[config.mk]
export PLATFORM = sky130hd
export DESIGN_NAME = ocp_top
export DESIGN_NICKNAME = d
export VERILOG_FILES = /design/src/logic/ocp_pad_unused.v /design/src/logic/ocp_channel.v /design/src/logic/ocp_top.v
export VERILOG_INCLUDE_DIRS = /design/src /design/src/inc
export SDC_FILE = /design/constraint.sdc
export NUM_CORES = 2
export LEC_CHECK = 0
export BUFFER_PORTS_ARGS = -buffer_cell sky130_fd_sc_hd__buf_2
export CORE_AREA = 4 4 238 240
export CTS_BUF_LIST = sky130_fd_sc_hd__clkbuf_8
export CTS_CLUSTER_SIZE = 12
export DETAILED_ROUTE_END_ITERATION = 16
export DIE_AREA = 0 0 242 244
export HOLD_SLACK_MARGIN = 0.12
export PLACE_DENSITY_LB_ADDON = 0.2
export SYNTH_ARGS = -nofsm -noshare
export SYNTH_HDL_FRONTEND = slang
export SYNTH_HIERARCHICAL = 1
export SYNTH_SLANG_ARGS = --single-unit
[constraint.sdc]
create_clock -name clk_sys_i -period 4.95 [get_ports clk_sys_i]
set_clock_uncertainty 0.05 [all_clocks]
set_input_delay 0.495 -clock clk_sys_i [delete_from_list [all_inputs] [get_ports clk_sys_i]]
set_output_delay 0.495 -clock clk_sys_i [all_outputs]
set_load 0.03 [all_outputs]
[src/inc/ocp_defines.vh]
// Purpose: shared constants of the output compare block
// Assumes: 32-bit Avalon-MM word addressing, 16-bit registers
// Notes: definitions only
`ifndef OCP_DEFINES_VH
`define OCP_DEFINES_VH

`define OCP_NUM_CH 8
`define OCP_AW 6

// Per channel word offsets, channel base is 4 * channel
`define OCP_OFS_SEC 2'h0
`define OCP_OFS_PRI 2'h1
`define OCP_OFS_CTL 2'h2

// Timer and shared words
`define OCP_ADR_TCON_A 6'h20
`define OCP_ADR_PER_A 6'h21
`define OCP_ADR_CNT_A 6'h22
`define OCP_ADR_TCON_B 6'h24
`define OCP_ADR_PER_B 6'h25
`define OCP_ADR_CNT_B 6'h26
`define OCP_ADR_FLAGS 6'h28
`define OCP_ADR_IEN 6'h29

// Channel control fields
`define OCP_CTL_TSEL 3
`define OCP_CTL_FAULT 4
`define OCP_CTL_SIDL 13
`define OCP_CTL_WMASK 16'h200f
`define OCP_CTL_RST 16'h0000

// Timer control fields
`define OCP_TCON_ON 15
`define OCP_TCON_TIMER_IDLE_STOP 13
`define OCP_TCON_WMASK 16'ha030
`define OCP_TCON_RST 16'h0000
`define OCP_PER_RST 16'hffff

// Mode encodings
`define OCP_MODE_OFF 3'h0
`define OCP_MODE_LOW 3'h1
`define OCP_MODE_HIGH 3'h2
`define OCP_MODE_TOG 3'h3
`define OCP_MODE_SINGLE 3'h4
`define OCP_MODE_CONT 3'h5
`define OCP_MODE_PWM 3'h6
`define OCP_MODE_PWMF 3'h7

// Prescale terminal counts for 1, 8, 64, 256
`define OCP_PRE_1 8'h00
`define OCP_PRE_8 8'h07
`define OCP_PRE_64 8'h3f
`define OCP_PRE_256 8'hff

`endif

[src/logic/ocp_pad_unused.v]
`timescale 1ns/1ps
// Purpose: none
// Assumes: none
// Notes: intentionally empty helper, no module

[src/logic/ocp_channel.v]
// Purpose: one compare channel, pin state and duty latch
// Assumes: tick, next count and wrap come from the selected timer
// Notes: mode_wr_i arrives in the same cycle as the changed mode field
`timescale 1ns/1ps
`include "ocp_defines.vh"

module ocp_channel (
    input wire clk_sys_i,
    input wire rst_n_i,
    input wire run_i,
    input wire tick_i,
    input wire wrap_i,
    input wire [15:0] nxt_i,
    input wire pri_wr_i,
    input wire [15:0] pri_wdata_i,
    input wire [15:0] sec_i,
    input wire [2:0] mode_i,
    input wire mode_wr_i,
    input wire fault_ok_i,
    output reg pin_o,
    output reg oe_n_o,
    output reg evt_o,
    output reg fault_o,
    output reg [15:0] pri_o
);

    reg armed_reg;
    wire pwm = mode_i[2] & mode_i[1];
    wire go = run_i & tick_i;
    wire hit_p = go & (nxt_i == pri_o);
    wire hit_s = go & (nxt_i == sec_i);
    // Fault set wins over a rewrite that lands in the same cycle
    wire fault_set = (mode_i == `OCP_MODE_PWMF) & ~fault_ok_i;
    wire fault_clr = mode_wr_i & fault_ok_i;
    wire fault_next = fault_set | (fault_o & ~fault_clr);

    // Compare actions; no wrap test needed, a missed match changes nothing
    always @(posedge clk_sys_i) begin
        if (!rst_n_i) begin
            pin_o <= 1'b0;
            oe_n_o <= 1'b0;
            evt_o <= 1'b0;
            fault_o <= 1'b0;
            pri_o <= 16'h0000;
            armed_reg <= 1'b0;
        end else begin
            evt_o <= 1'b0;
            fault_o <= fault_next;
            oe_n_o <= fault_next;
            if (pri_wr_i && !pwm) begin
                pri_o <= pri_wdata_i;
            end
            case (mode_i)
                `OCP_MODE_LOW: begin
                    if (hit_p) begin
                        pin_o <= 1'b0;
                        evt_o <= 1'b1;
                    end
                end
                `OCP_MODE_HIGH: begin
                    if (hit_p) begin
                        pin_o <= 1'b1;
                        evt_o <= 1'b1;
                    end
                end
                `OCP_MODE_TOG: begin
                    if (hit_p) begin
                        pin_o <= ~pin_o;
                        evt_o <= 1'b1;
                    end
                end
                `OCP_MODE_SINGLE, `OCP_MODE_CONT: begin
                    if (armed_reg || mode_i == `OCP_MODE_CONT) begin
                        if (hit_p) begin
                            pin_o <= 1'b1;
                        end
                        if (hit_s) begin
                            pin_o <= 1'b0;
                        end
                        evt_o <= hit_p | hit_s;
                    end
                    // Disarm only once the pulse was driven high
                    if (hit_s && pin_o && mode_i == `OCP_MODE_SINGLE) begin
                        armed_reg <= 1'b0;
                    end
                end
                `OCP_MODE_PWM, `OCP_MODE_PWMF: begin
                    // No compare event here, only the timer flag rises
                    if (go && wrap_i) begin
                        pri_o <= sec_i;
                        pin_o <= (sec_i != 16'h0000);
                    end else if (hit_p) begin
                        pin_o <= 1'b0;
                    end
                end
                default: begin
                    pin_o <= pin_o;
                end
            endcase
            // Every rewrite to single pulse arms one new pulse
            if (mode_wr_i) begin
                armed_reg <= (mode_i == `OCP_MODE_SINGLE);
            end
        end
    end

endmodule

[src/logic/ocp_top.v]
// Purpose: output compare block, eight channels, two timers, Avalon slave
// Assumes: clk_sys_i is the instruction clock, one timer step per clock at prescale 1
// Notes: sleep_i and idle_i come from logic on the same clock
`timescale 1ns/1ps
`include "ocp_defines.vh"

module ocp_top (
    input wire clk_sys_i,
    input wire rst_n_i,
    input wire [5:0] avs_address_i,
    input wire avs_read_i,
    input wire avs_write_i,
    input wire [31:0] avs_writedata_i,
    input wire [3:0] avs_byteenable_i,
    output reg [31:0] avs_readdata_o,
    output reg avs_waitrequest_o,
    input wire fault_n_i,
    input wire sleep_i,
    input wire idle_i,
    output wire [7:0] oc_pin_o,
    output wire [7:0] oc_pin_oe_n_o,
    output reg [7:0] cmp_irq_o,
    output reg [1:0] tmr_irq_o
);

    // Byte lane merge of a 16-bit register
    function [15:0] merge16;
        input [15:0] old;
        input [15:0] nw;
        input [1:0] be;
        begin
            merge16 = {be[1] ? nw[15:8] : old[15:8],
                       be[0] ? nw[7:0] : old[7:0]};
        end
    endfunction

    // Prescale terminal count from the two select bits
    function [7:0] pre_max;
        input [1:0] sel;
        begin
            case (sel)
                2'h0: pre_max = `OCP_PRE_1;
                2'h1: pre_max = `OCP_PRE_8;
                2'h2: pre_max = `OCP_PRE_64;
                default: pre_max = `OCP_PRE_256;
            endcase
        end
    endfunction

    reg [15:0] sec_reg [0:7];
    reg [15:0] ctl_reg [0:7];
    reg [15:0] tcon_reg [0:1];
    reg [15:0] per_reg [0:1];
    reg [15:0] cnt_reg [0:1];
    reg [7:0] pre_reg [0:1];
    reg [9:0] flag_reg;
    reg [9:0] ien_reg;
    reg [7:0] mode_wr_reg;
    reg fault_s1_reg;
    reg fault_s2_reg;
    reg [31:0] rdata_next;
    wire [15:0] pri_w [0:7];
    wire [7:0] fault_w;
    wire [7:0] evt_w;
    wire [15:0] tnxt [0:1];
    wire [1:0] ttick;
    wire [1:0] twrap;
    wire [1:0] trun;
    integer k;

    // Avalon handshake: wait one cycle, then answer
    wire ack = (avs_read_i | avs_write_i) & ~avs_waitrequest_o;
    wire wr_ack = avs_write_i & ~avs_waitrequest_o;
    wire [15:0] wd16 = avs_writedata_i[15:0];
    wire [1:0] be16 = avs_byteenable_i[1:0];
    wire is_ch = ~avs_address_i[5];
    wire [2:0] ch_sel = avs_address_i[4:2];
    wire [1:0] ch_ofs = avs_address_i[1:0];
    wire [15:0] ien_wr = merge16({6'h00, ien_reg}, wd16, be16);

    // Fault pin passes two flip-flops before use
    always @(posedge clk_sys_i) begin
        if (!rst_n_i) begin
            fault_s1_reg <= 1'b1;
            fault_s2_reg <= 1'b1;
        end else begin
            fault_s1_reg <= fault_n_i;
            fault_s2_reg <= fault_s1_reg;
        end
    end

    // Timer stepping: one step per clock, divided by prescale
    genvar t;
    generate
        for (t = 0; t < 2; t = t + 1) begin : g_tmr
            assign trun[t] = ~sleep_i
                & ~(idle_i & tcon_reg[t][`OCP_TCON_TIMER_IDLE_STOP]);
            assign ttick[t] = trun[t] & tcon_reg[t][`OCP_TCON_ON]
                & (pre_reg[t] == pre_max(tcon_reg[t][5:4]));
            assign twrap[t] = cnt_reg[t] == per_reg[t];
            assign tnxt[t] = twrap[t] ? 16'h0000
                : cnt_reg[t] + 16'h0001;
        end
    endgenerate

    // Channel replicas with their own timer selection
    genvar i;
    generate
        for (i = 0; i < `OCP_NUM_CH; i = i + 1) begin : g_ch
            wire s = ctl_reg[i][`OCP_CTL_TSEL];
            wire hit = wr_ack & is_ch & (ch_sel == i);
            wire run_c = ~sleep_i & ~(idle_i & (ctl_reg[i][`OCP_CTL_SIDL]
                | ~tcon_reg[s][`OCP_TCON_ON]
                | tcon_reg[s][`OCP_TCON_TIMER_IDLE_STOP]));
            ocp_channel u_ch (
                .clk_sys_i(clk_sys_i),
                .rst_n_i(rst_n_i),
                .run_i(run_c),
                .tick_i(ttick[s]),
                .wrap_i(twrap[s]),
                .nxt_i(tnxt[s]),
                .pri_wr_i(hit & (ch_ofs == `OCP_OFS_PRI)),
                .pri_wdata_i(merge16(pri_w[i], wd16, be16)),
                .sec_i(sec_reg[i]),
                .mode_i(ctl_reg[i][2:0]),
                .mode_wr_i(mode_wr_reg[i]),
                .fault_ok_i(fault_s2_reg),
                .pin_o(oc_pin_o[i]),
                .oe_n_o(oc_pin_oe_n_o[i]),
                .evt_o(evt_w[i]),
                .fault_o(fault_w[i]),
                .pri_o(pri_w[i])
            );
        end
    endgenerate

    // Register writes and timer counting share one process
    always @(posedge clk_sys_i) begin
        if (!rst_n_i) begin
            for (k = 0; k < `OCP_NUM_CH; k = k + 1) begin
                sec_reg[k] <= 16'h0000;
                ctl_reg[k] <= `OCP_CTL_RST;
            end
            for (k = 0; k < 2; k = k + 1) begin
                tcon_reg[k] <= `OCP_TCON_RST;
                per_reg[k] <= `OCP_PER_RST;
                cnt_reg[k] <= 16'h0000;
                pre_reg[k] <= 8'h00;
            end
            mode_wr_reg <= 8'h00;
            ien_reg <= 10'h000;
        end else begin
            mode_wr_reg <= 8'h00;
            for (k = 0; k < 2; k = k + 1) begin
                if (ttick[k]) begin
                    pre_reg[k] <= 8'h00;
                    cnt_reg[k] <= tnxt[k];
                end else if (tcon_reg[k][`OCP_TCON_ON] && trun[k]) begin
                    // Prescaler halts with the timer, no late first step
                    pre_reg[k] <= pre_reg[k] + 8'h01;
                end
            end
            if (wr_ack && is_ch) begin
                case (ch_ofs)
                    `OCP_OFS_SEC: sec_reg[ch_sel] <=
                        merge16(sec_reg[ch_sel], wd16, be16);
                    `OCP_OFS_CTL: begin
                        ctl_reg[ch_sel] <= merge16(ctl_reg[ch_sel], wd16,
                            be16) & `OCP_CTL_WMASK;
                        // Pulse registered on the same edge as the field, so new mode seen
                        mode_wr_reg[ch_sel] <= be16[0];
                    end
                    default: begin
                    end
                endcase
            end
            if (wr_ack && !is_ch) begin
                case (avs_address_i)
                    `OCP_ADR_TCON_A: tcon_reg[0] <= merge16(tcon_reg[0],
                        wd16, be16) & `OCP_TCON_WMASK;
                    `OCP_ADR_TCON_B: tcon_reg[1] <= merge16(tcon_reg[1],
                        wd16, be16) & `OCP_TCON_WMASK;
                    `OCP_ADR_PER_A: per_reg[0] <=
                        merge16(per_reg[0], wd16, be16);
                    `OCP_ADR_PER_B: per_reg[1] <=
                        merge16(per_reg[1], wd16, be16);
                    `OCP_ADR_CNT_A: cnt_reg[0] <=
                        merge16(cnt_reg[0], wd16, be16);
                    `OCP_ADR_CNT_B: cnt_reg[1] <=
                        merge16(cnt_reg[1], wd16, be16);
                    `OCP_ADR_IEN: ien_reg <= ien_wr[9:0];
                    default: begin
                    end
                endcase
            end
        end
    end

    // Sticky flags: write one clears, a new event wins
    wire flag_wr = wr_ack & (avs_address_i == `OCP_ADR_FLAGS);
    wire [15:0] clr_wr = merge16(16'h0000, wd16, be16);
    wire [9:0] flag_clr = flag_wr ? clr_wr[9:0] : 10'h000;
    wire [9:0] flag_set = {ttick & twrap, evt_w};
    wire [9:0] flag_next = flag_set | (flag_reg & ~flag_clr);
    wire [9:0] irq_next = flag_next & ien_reg;

    // Flags and gated request lines, all registered
    always @(posedge clk_sys_i) begin
        if (!rst_n_i) begin
            flag_reg <= 10'h000;
            cmp_irq_o <= 8'h00;
            tmr_irq_o <= 2'h0;
        end else begin
            flag_reg <= flag_next;
            cmp_irq_o <= irq_next[7:0];
            tmr_irq_o <= irq_next[9:8];
        end
    end

    // Read mux; unmapped words read zero
    always @* begin
        rdata_next = 32'h00000000;
        if (is_ch) begin
            case (ch_ofs)
                `OCP_OFS_SEC: rdata_next[15:0] = sec_reg[ch_sel];
                `OCP_OFS_PRI: rdata_next[15:0] = pri_w[ch_sel];
                `OCP_OFS_CTL: begin
                    rdata_next[15:0] = ctl_reg[ch_sel];
                    rdata_next[`OCP_CTL_FAULT] = fault_w[ch_sel];
                end
                default: rdata_next = 32'h00000000;
            endcase
        end else begin
            case (avs_address_i)
                `OCP_ADR_TCON_A: rdata_next[15:0] = tcon_reg[0];
                `OCP_ADR_TCON_B: rdata_next[15:0] = tcon_reg[1];
                `OCP_ADR_PER_A: rdata_next[15:0] = per_reg[0];
                `OCP_ADR_PER_B: rdata_next[15:0] = per_reg[1];
                `OCP_ADR_CNT_A: rdata_next[15:0] = cnt_reg[0];
                `OCP_ADR_CNT_B: rdata_next[15:0] = cnt_reg[1];
                `OCP_ADR_FLAGS: rdata_next[9:0] = flag_reg;
                `OCP_ADR_IEN: rdata_next[9:0] = ien_reg;
                default: rdata_next = 32'h00000000;
            endcase
        end
    end

    // Waitrequest drops for one cycle per request; data set beforehand
    always @(posedge clk_sys_i) begin
        if (!rst_n_i) begin
            avs_waitrequest_o <= 1'b1;
            avs_readdata_o <= 32'h00000000;
        end else begin
            if ((avs_read_i || avs_write_i) && avs_waitrequest_o) begin
                avs_waitrequest_o <= 1'b0;
                if (avs_read_i) begin
                    avs_readdata_o <= rdata_next;
                end
            end else begin
                avs_waitrequest_o <= 1'b1;
            end
            if (ack) begin
                avs_readdata_o <= avs_readdata_o;
            end
        end
    end

endmodule

# Word-level counts from Yosys, hierarchy flattened
# Memory sizes are Yosys's and may differ from the RTL's.
# Index checks and enable logic that the tools add are counted.
dict set report totals {
  reg_bits 233
  ram_bits 256
  in_bits 49
  output_inout_bits 59
  word_cells 828
  n_memories 6
}
dict set report classes {
  addsub 4
  n_lt_le_gt_ge 19
  n_eq_ne 113
  mux 300
  n_bitwise 199
  n_reduce_logical 137
}
# memory depth word_bits read_ports rd_ports_with_merged_regs write_ports line_no
set memory_table {}
lappend memory_table {sec_reg 8 16 9 0 8 ocp_top.v:50} ;# reg [15:0] sec_reg [0:7];
lappend memory_table {ctl_reg 8 5 9 0 8 ocp_top.v:51} ;# reg [15:0] ctl_reg [0:7];
lappend memory_table {cnt_reg 2 16 2 0 2 ocp_top.v:54} ;# reg [15:0] cnt_reg [0:1];
lappend memory_table {per_reg 2 16 2 0 2 ocp_top.v:53} ;# reg [15:0] per_reg [0:1];
lappend memory_table {pre_reg 2 8 2 0 2 ocp_top.v:55} ;# reg [7:0] pre_reg [0:1];
lappend memory_table {tcon_reg 2 4 10 0 2 ocp_top.v:52} ;# reg [15:0] tcon_reg [0:1];
# cell n
set op_table {}
lappend op_table {{$mux 16} 60}
lappend op_table {{$eq 16x16->1} 18}
lappend op_table {{$mux 8} 33}
lappend op_table {{$mux 1} 172}
lappend op_table {{$reduce_bool 16->1} 8}
lappend op_table {{$eq 3x3->1 const B} 36}
lappend op_table {{$and 1x1->1} 100}
lappend op_table {{$pmux 10 s8} 1}
lappend op_table {{$eq 3x2->1 const B} 18}
lappend op_table {{$bmux 16 s3} 1}
lappend op_table {{$eq 6x6->1 const B} 8}
lappend op_table {{$pmux 16 s3} 1}
lappend op_table {{$pmux 8 s3} 2}
lappend op_table {{$or 1x1->1} 45}
lappend op_table {{$pmux 1 s5} 8}
lappend op_table {{$reduce_bool 5->1} 8}
lappend op_table {{$not 1->1} 39}
lappend op_table {{$logic_and 1x1->1} 38}
lappend op_table {{$pmux 6 s6} 1}
lappend op_table {{$reduce_and 3->1} 12}
lappend op_table {{$add 16x1->16 const B} 2}
lappend op_table {{$ne 2x1->1 const B} 16}
lappend op_table {{$reduce_bool 2->1} 16}
lappend op_table {{$reduce_or 2->1} 16}
lappend op_table {{other kinds (34)} 113}

# Depth between registers and ports, before layout
# An unclocked memory read counts as a cell.
dict set report depth {
  ltp_word 15
  ltp_mapped 14
  depth_no_buf 12
}

# Cells and area by module
# Netlist, hierarchy kept.
# module n_inst cells_per_inst area_per_inst_um2 seq_area_each_um2
set by_module_without_submodules {}
lappend by_module_without_submodules {ocp_top 1 1927 19752.7 8828.5}
lappend by_module_without_submodules {ocp_channel 8 184 1576.5 400.4}

# Worst setup path before layout
# OpenSTA, ideal clock, no wires.
dict set report synth_timing {
  kind {flip-flop to flip-flop}
  startpoint {memory cnt_reg[1][12], in the netlist cnt_reg[0][28]}
  endpoint {register g_ch[0].u_ch.armed_reg}
  arrival_time_ns 2.918
  required_time_ns 4.785
  path_slack_ns 1.868
  path_stages_with_launch 15
  n_path_buf 3
  period_less_slack_ns 3.082
  path_cell_list {edfxtp_1 > clkbuf_1 > xnor2_1 > nand4_1 > nor4_2 > clkbuf_1 > nand2b_1 > buf_2 > mux2i_1 > xor2_1 > nor4_1 > nand2_1 > nor4_2 > a211oi_1 > o21a_1}
}
# item line_no
set synth_rtl {}
lappend synth_rtl {{start: declaration} ocp_top.v:54}
lappend synth_rtl {{end signal: assignment} ocp_channel.v:102} ;# armed_reg <= (mode_i == `OCP_MODE_SINGLE);
lappend synth_rtl {{end: declaration} ocp_channel.v:27} ;# reg armed_reg;

==> metrics <==
antenna violations before repair 13; endpoint arrival time on the critical path 5210 ps; total global routing overflow 0; Tmin final 4670 ps; HP Class input port to flip-flop; Setup crit start kind flip-flop; I/O pin cnt 108; Starting Density 59.2%; Worst-Skew Late Latency 710 ps; relative slew slack 7.36%; Final #Nets 3,482; largest cells by area after synthesis edfxtp_1 (24%), dfxtp_1 (13%), mux2i_1 (8.3%); Seq/Total Area, Yosys 37.2%; final hold slack 170 ps; Synth area leader edfxtp_1; hpwl dp 106,000 microns; DP Cell Count 4,039; CP endpoint kind flip-flop; vias in the first global route 28,400; Yosys reg bits 473; Switching Share 30.8%; Finished Layout Cells 4,213; clk root buf clkbuf_8; period utilisation layout 94.3%; Top FF cell, synth edfxtp_1; Rows 86; Slew Limit Fails 0; Num CTS Buffers 86; Sink Count 473; drt wl/cell 34.9 microns; RSZ-0062 raised after global routing no; Post-Syn Area per Cell 9.52 sq um; Reg clk slew, reported paths 60 ps; number of synthesized flops with an enable pin 256; proportion of layout cells with a drive suffix above 1 14.7%; via count 30,500; YS warnings 6; GRT Total Usage 48.2%; port bufs 73; Synth Cell Area 32,400 sq um; die width 242 microns; Internal 6.73 mW; PostCTS Resize Cnt 0; area delta synth->final 8.23%; Mapped Cells 3,399; # H-tree levels 3; fmax 0.214 GHz; full die area 59,000 sq um; Clock Power Share 40.5%; peak supply drop 0.000246 V; Core ar. 54,700 sq um; Routability Congestion 1.10; fraction of registers with async set/reset 0%; worst-path fanout max 17; number of max-cap violations 0; final wirelength 147,000 microns; top cell type's share of synthesized area 23.8%; Sequential Power Share 45.1%; DRT Pass-1 Iters 6; leakage power 13.9 nW; CTS tree yes; Worst Max-Slew Pin Slew 1390 ps; crit path kind flip-flop to flip-flop; Die Span Y 244 microns; drt via density 7.24; status finished, final reports clean; WP data required 5490 ps; Power per Cell Area 278 nW/um^2; total negative slack 0 ps; residual DRC count 0; clk buf depth 3; ANT nets after route 0; post-synth cell types 89; Initial DRC Count 5,857; first-pass GRT wire length 205,000 microns; Combinational Power Share 14.4%; final number of hold-violating endpoints 0; final-report setup violation count 0; largest net degree at the start of global routing 80; P_sw 2.99 mW
## metrics by stage
stage | util, % | setup slack, ps | power (mW) | instance area, sq um
after floorplan | - | 1870 | 5.22 | 32400
final | 64.1 | 282 | 9.73 | 35000
after CTS | 64.0 | 555 | 9.62 | 35000
after global placement | 60.7 | 652 | 5.75 | 33200
after detailed placement | 60.7 | 577 | 5.76 | 33200
after global routing | 64.1 | 195 | 9.91 | 35000
## worst max-delay path, stage by stage (launching register included)
cell,delay (ps)
edfxtp_1,570
xnor2_1,260
nand4_1,160
nor4_4,800
o21bai_2,680
mux2i_1,330
xor2_1,280
nor4_1,290
nand2_1,100
nor4_2,560
buf_4,220
a211oi_1,60
o21a_1,160
## cells in the final DEF, fill, tap and decap left out, types with 13 or more instances in the layout
master and n:
and3_1 38, nand3_1 76, o211a_1 128, and2_1 31, buf_2 69, a22oi_1 17
xnor2_1 168, nand4b_1 17, nand4_1 44, nor4_1 55, conb_1 16, o21ai_0 209
a211oi_1 14, mux4_2 67, a31oi_1 17, edfxtp_1 256, buf_4 104, nor4_2 16
mux2i_1 269, nor2_1 307, o31ai_2 29, o21a_1 21, mux2_2 37, dfxtp_1 217
nand2b_1 57, clkbuf_8 100, a41oi_1 13, o22ai_1 14, o21ai_1 29, nand2_1 326
o31ai_1 17, xor2_1 157, a222oi_1 14, a21oi_1 64, inv_1 204, nor3_1 37
nor4b_1 24
## power by group through the flow
stage               Sequential [mW]  Combinational [mW]  Clock, mW
floorplan                      4.40               0.818          0
global placement               4.45                1.30          0
detailed placement             4.46                1.31          0
CTS                            4.37                1.32       3.93
global route                   4.39                1.41       4.12
finish                         4.39                1.40       3.94
## per-layer routing
layer	track usage [%]	part of all wire, %	up-vias
met5	0.327	0.072	-
met4	40.2	11	16
met3	16.7	16	743
met2	68.2	40	2840
met1	59.2	33	14500
li1	-	-	12400
## cell usage after synthesis (18+ instances only)
cell      instances
nor4b_1          24
nor4_1           55
a21oi_1          64
xnor2_1         168
mux2_2           37
o21ai_0         213
nor2_1          307
dfxtp_1         217
edfxtp_1        256
o211a_1         128
o21a_1           21
buf_2            47
nand4_1          44
o31ai_2          29
inv_1           173
nor2b_1          22
nor4_2           18
and3_1           38
mux4_2           67
and2_1           31
clkbuf_1        120
xor2_1          157
mux2i_1         269
buf_1            18
nand3_1          76
nand2b_1         57
nand2_1         326
buf_4            46
buf_6            19
o21ai_1          25
nor3_1           38
## area by class of cell
class / instances / area (sq um)
Clock inverter: 61 / 390
Timing Repair Buffer: 182 / 1240
Inverter: 174 / 653
Fill cell: 4466 / 19600
Sequential cell: 473 / 12000
Antenna cell: 7 / 17.5
Clock buffer: 100 / 1380
Tap cell: 704 / 881
Multi-Input combinational cell: 2512 / 18400
## repair_timing
item / 4_1_cts / 5_1_grt
hold buffers: 6 / 0
buffers inserted: 0 / 0
hold endpoints to repair: 18 / 0
setup endpoints to repair: 0 / 0
## path summary, 6_finish.rpt
path	to	startpoint	slack (ps)	depth (start not counted)
min reg2reg	fault_s2_reg$_SDFF_PN1_	fault_s1_reg$_SDFF_PN1_	360	1
min	ien_reg[0]$_SDFFE_PN0P_	avs_writedata_i[0]	170	3
max reg2reg	g_ch[6].u_ch/armed_reg$_SDFFE_PN0P_	cnt_reg[0][2]$_DFFE_PP_	280	12
max	g_ch[6].u_ch/armed_reg$_SDFFE_PN0P_	cnt_reg[0][2]$_DFFE_PP_	280	12
## cell families after synthesis
logic type	synth area share, %
xor gates and xnor gates	8.79
other	0.0116
adders and majority gates	0.155
and+or+nand+nor	18.1
AOI/OAI and AO/OA	14.7
buffers and inverters	6.18
DFF	37.2
muxes	14.9
(Power assumes the default switching activity.)
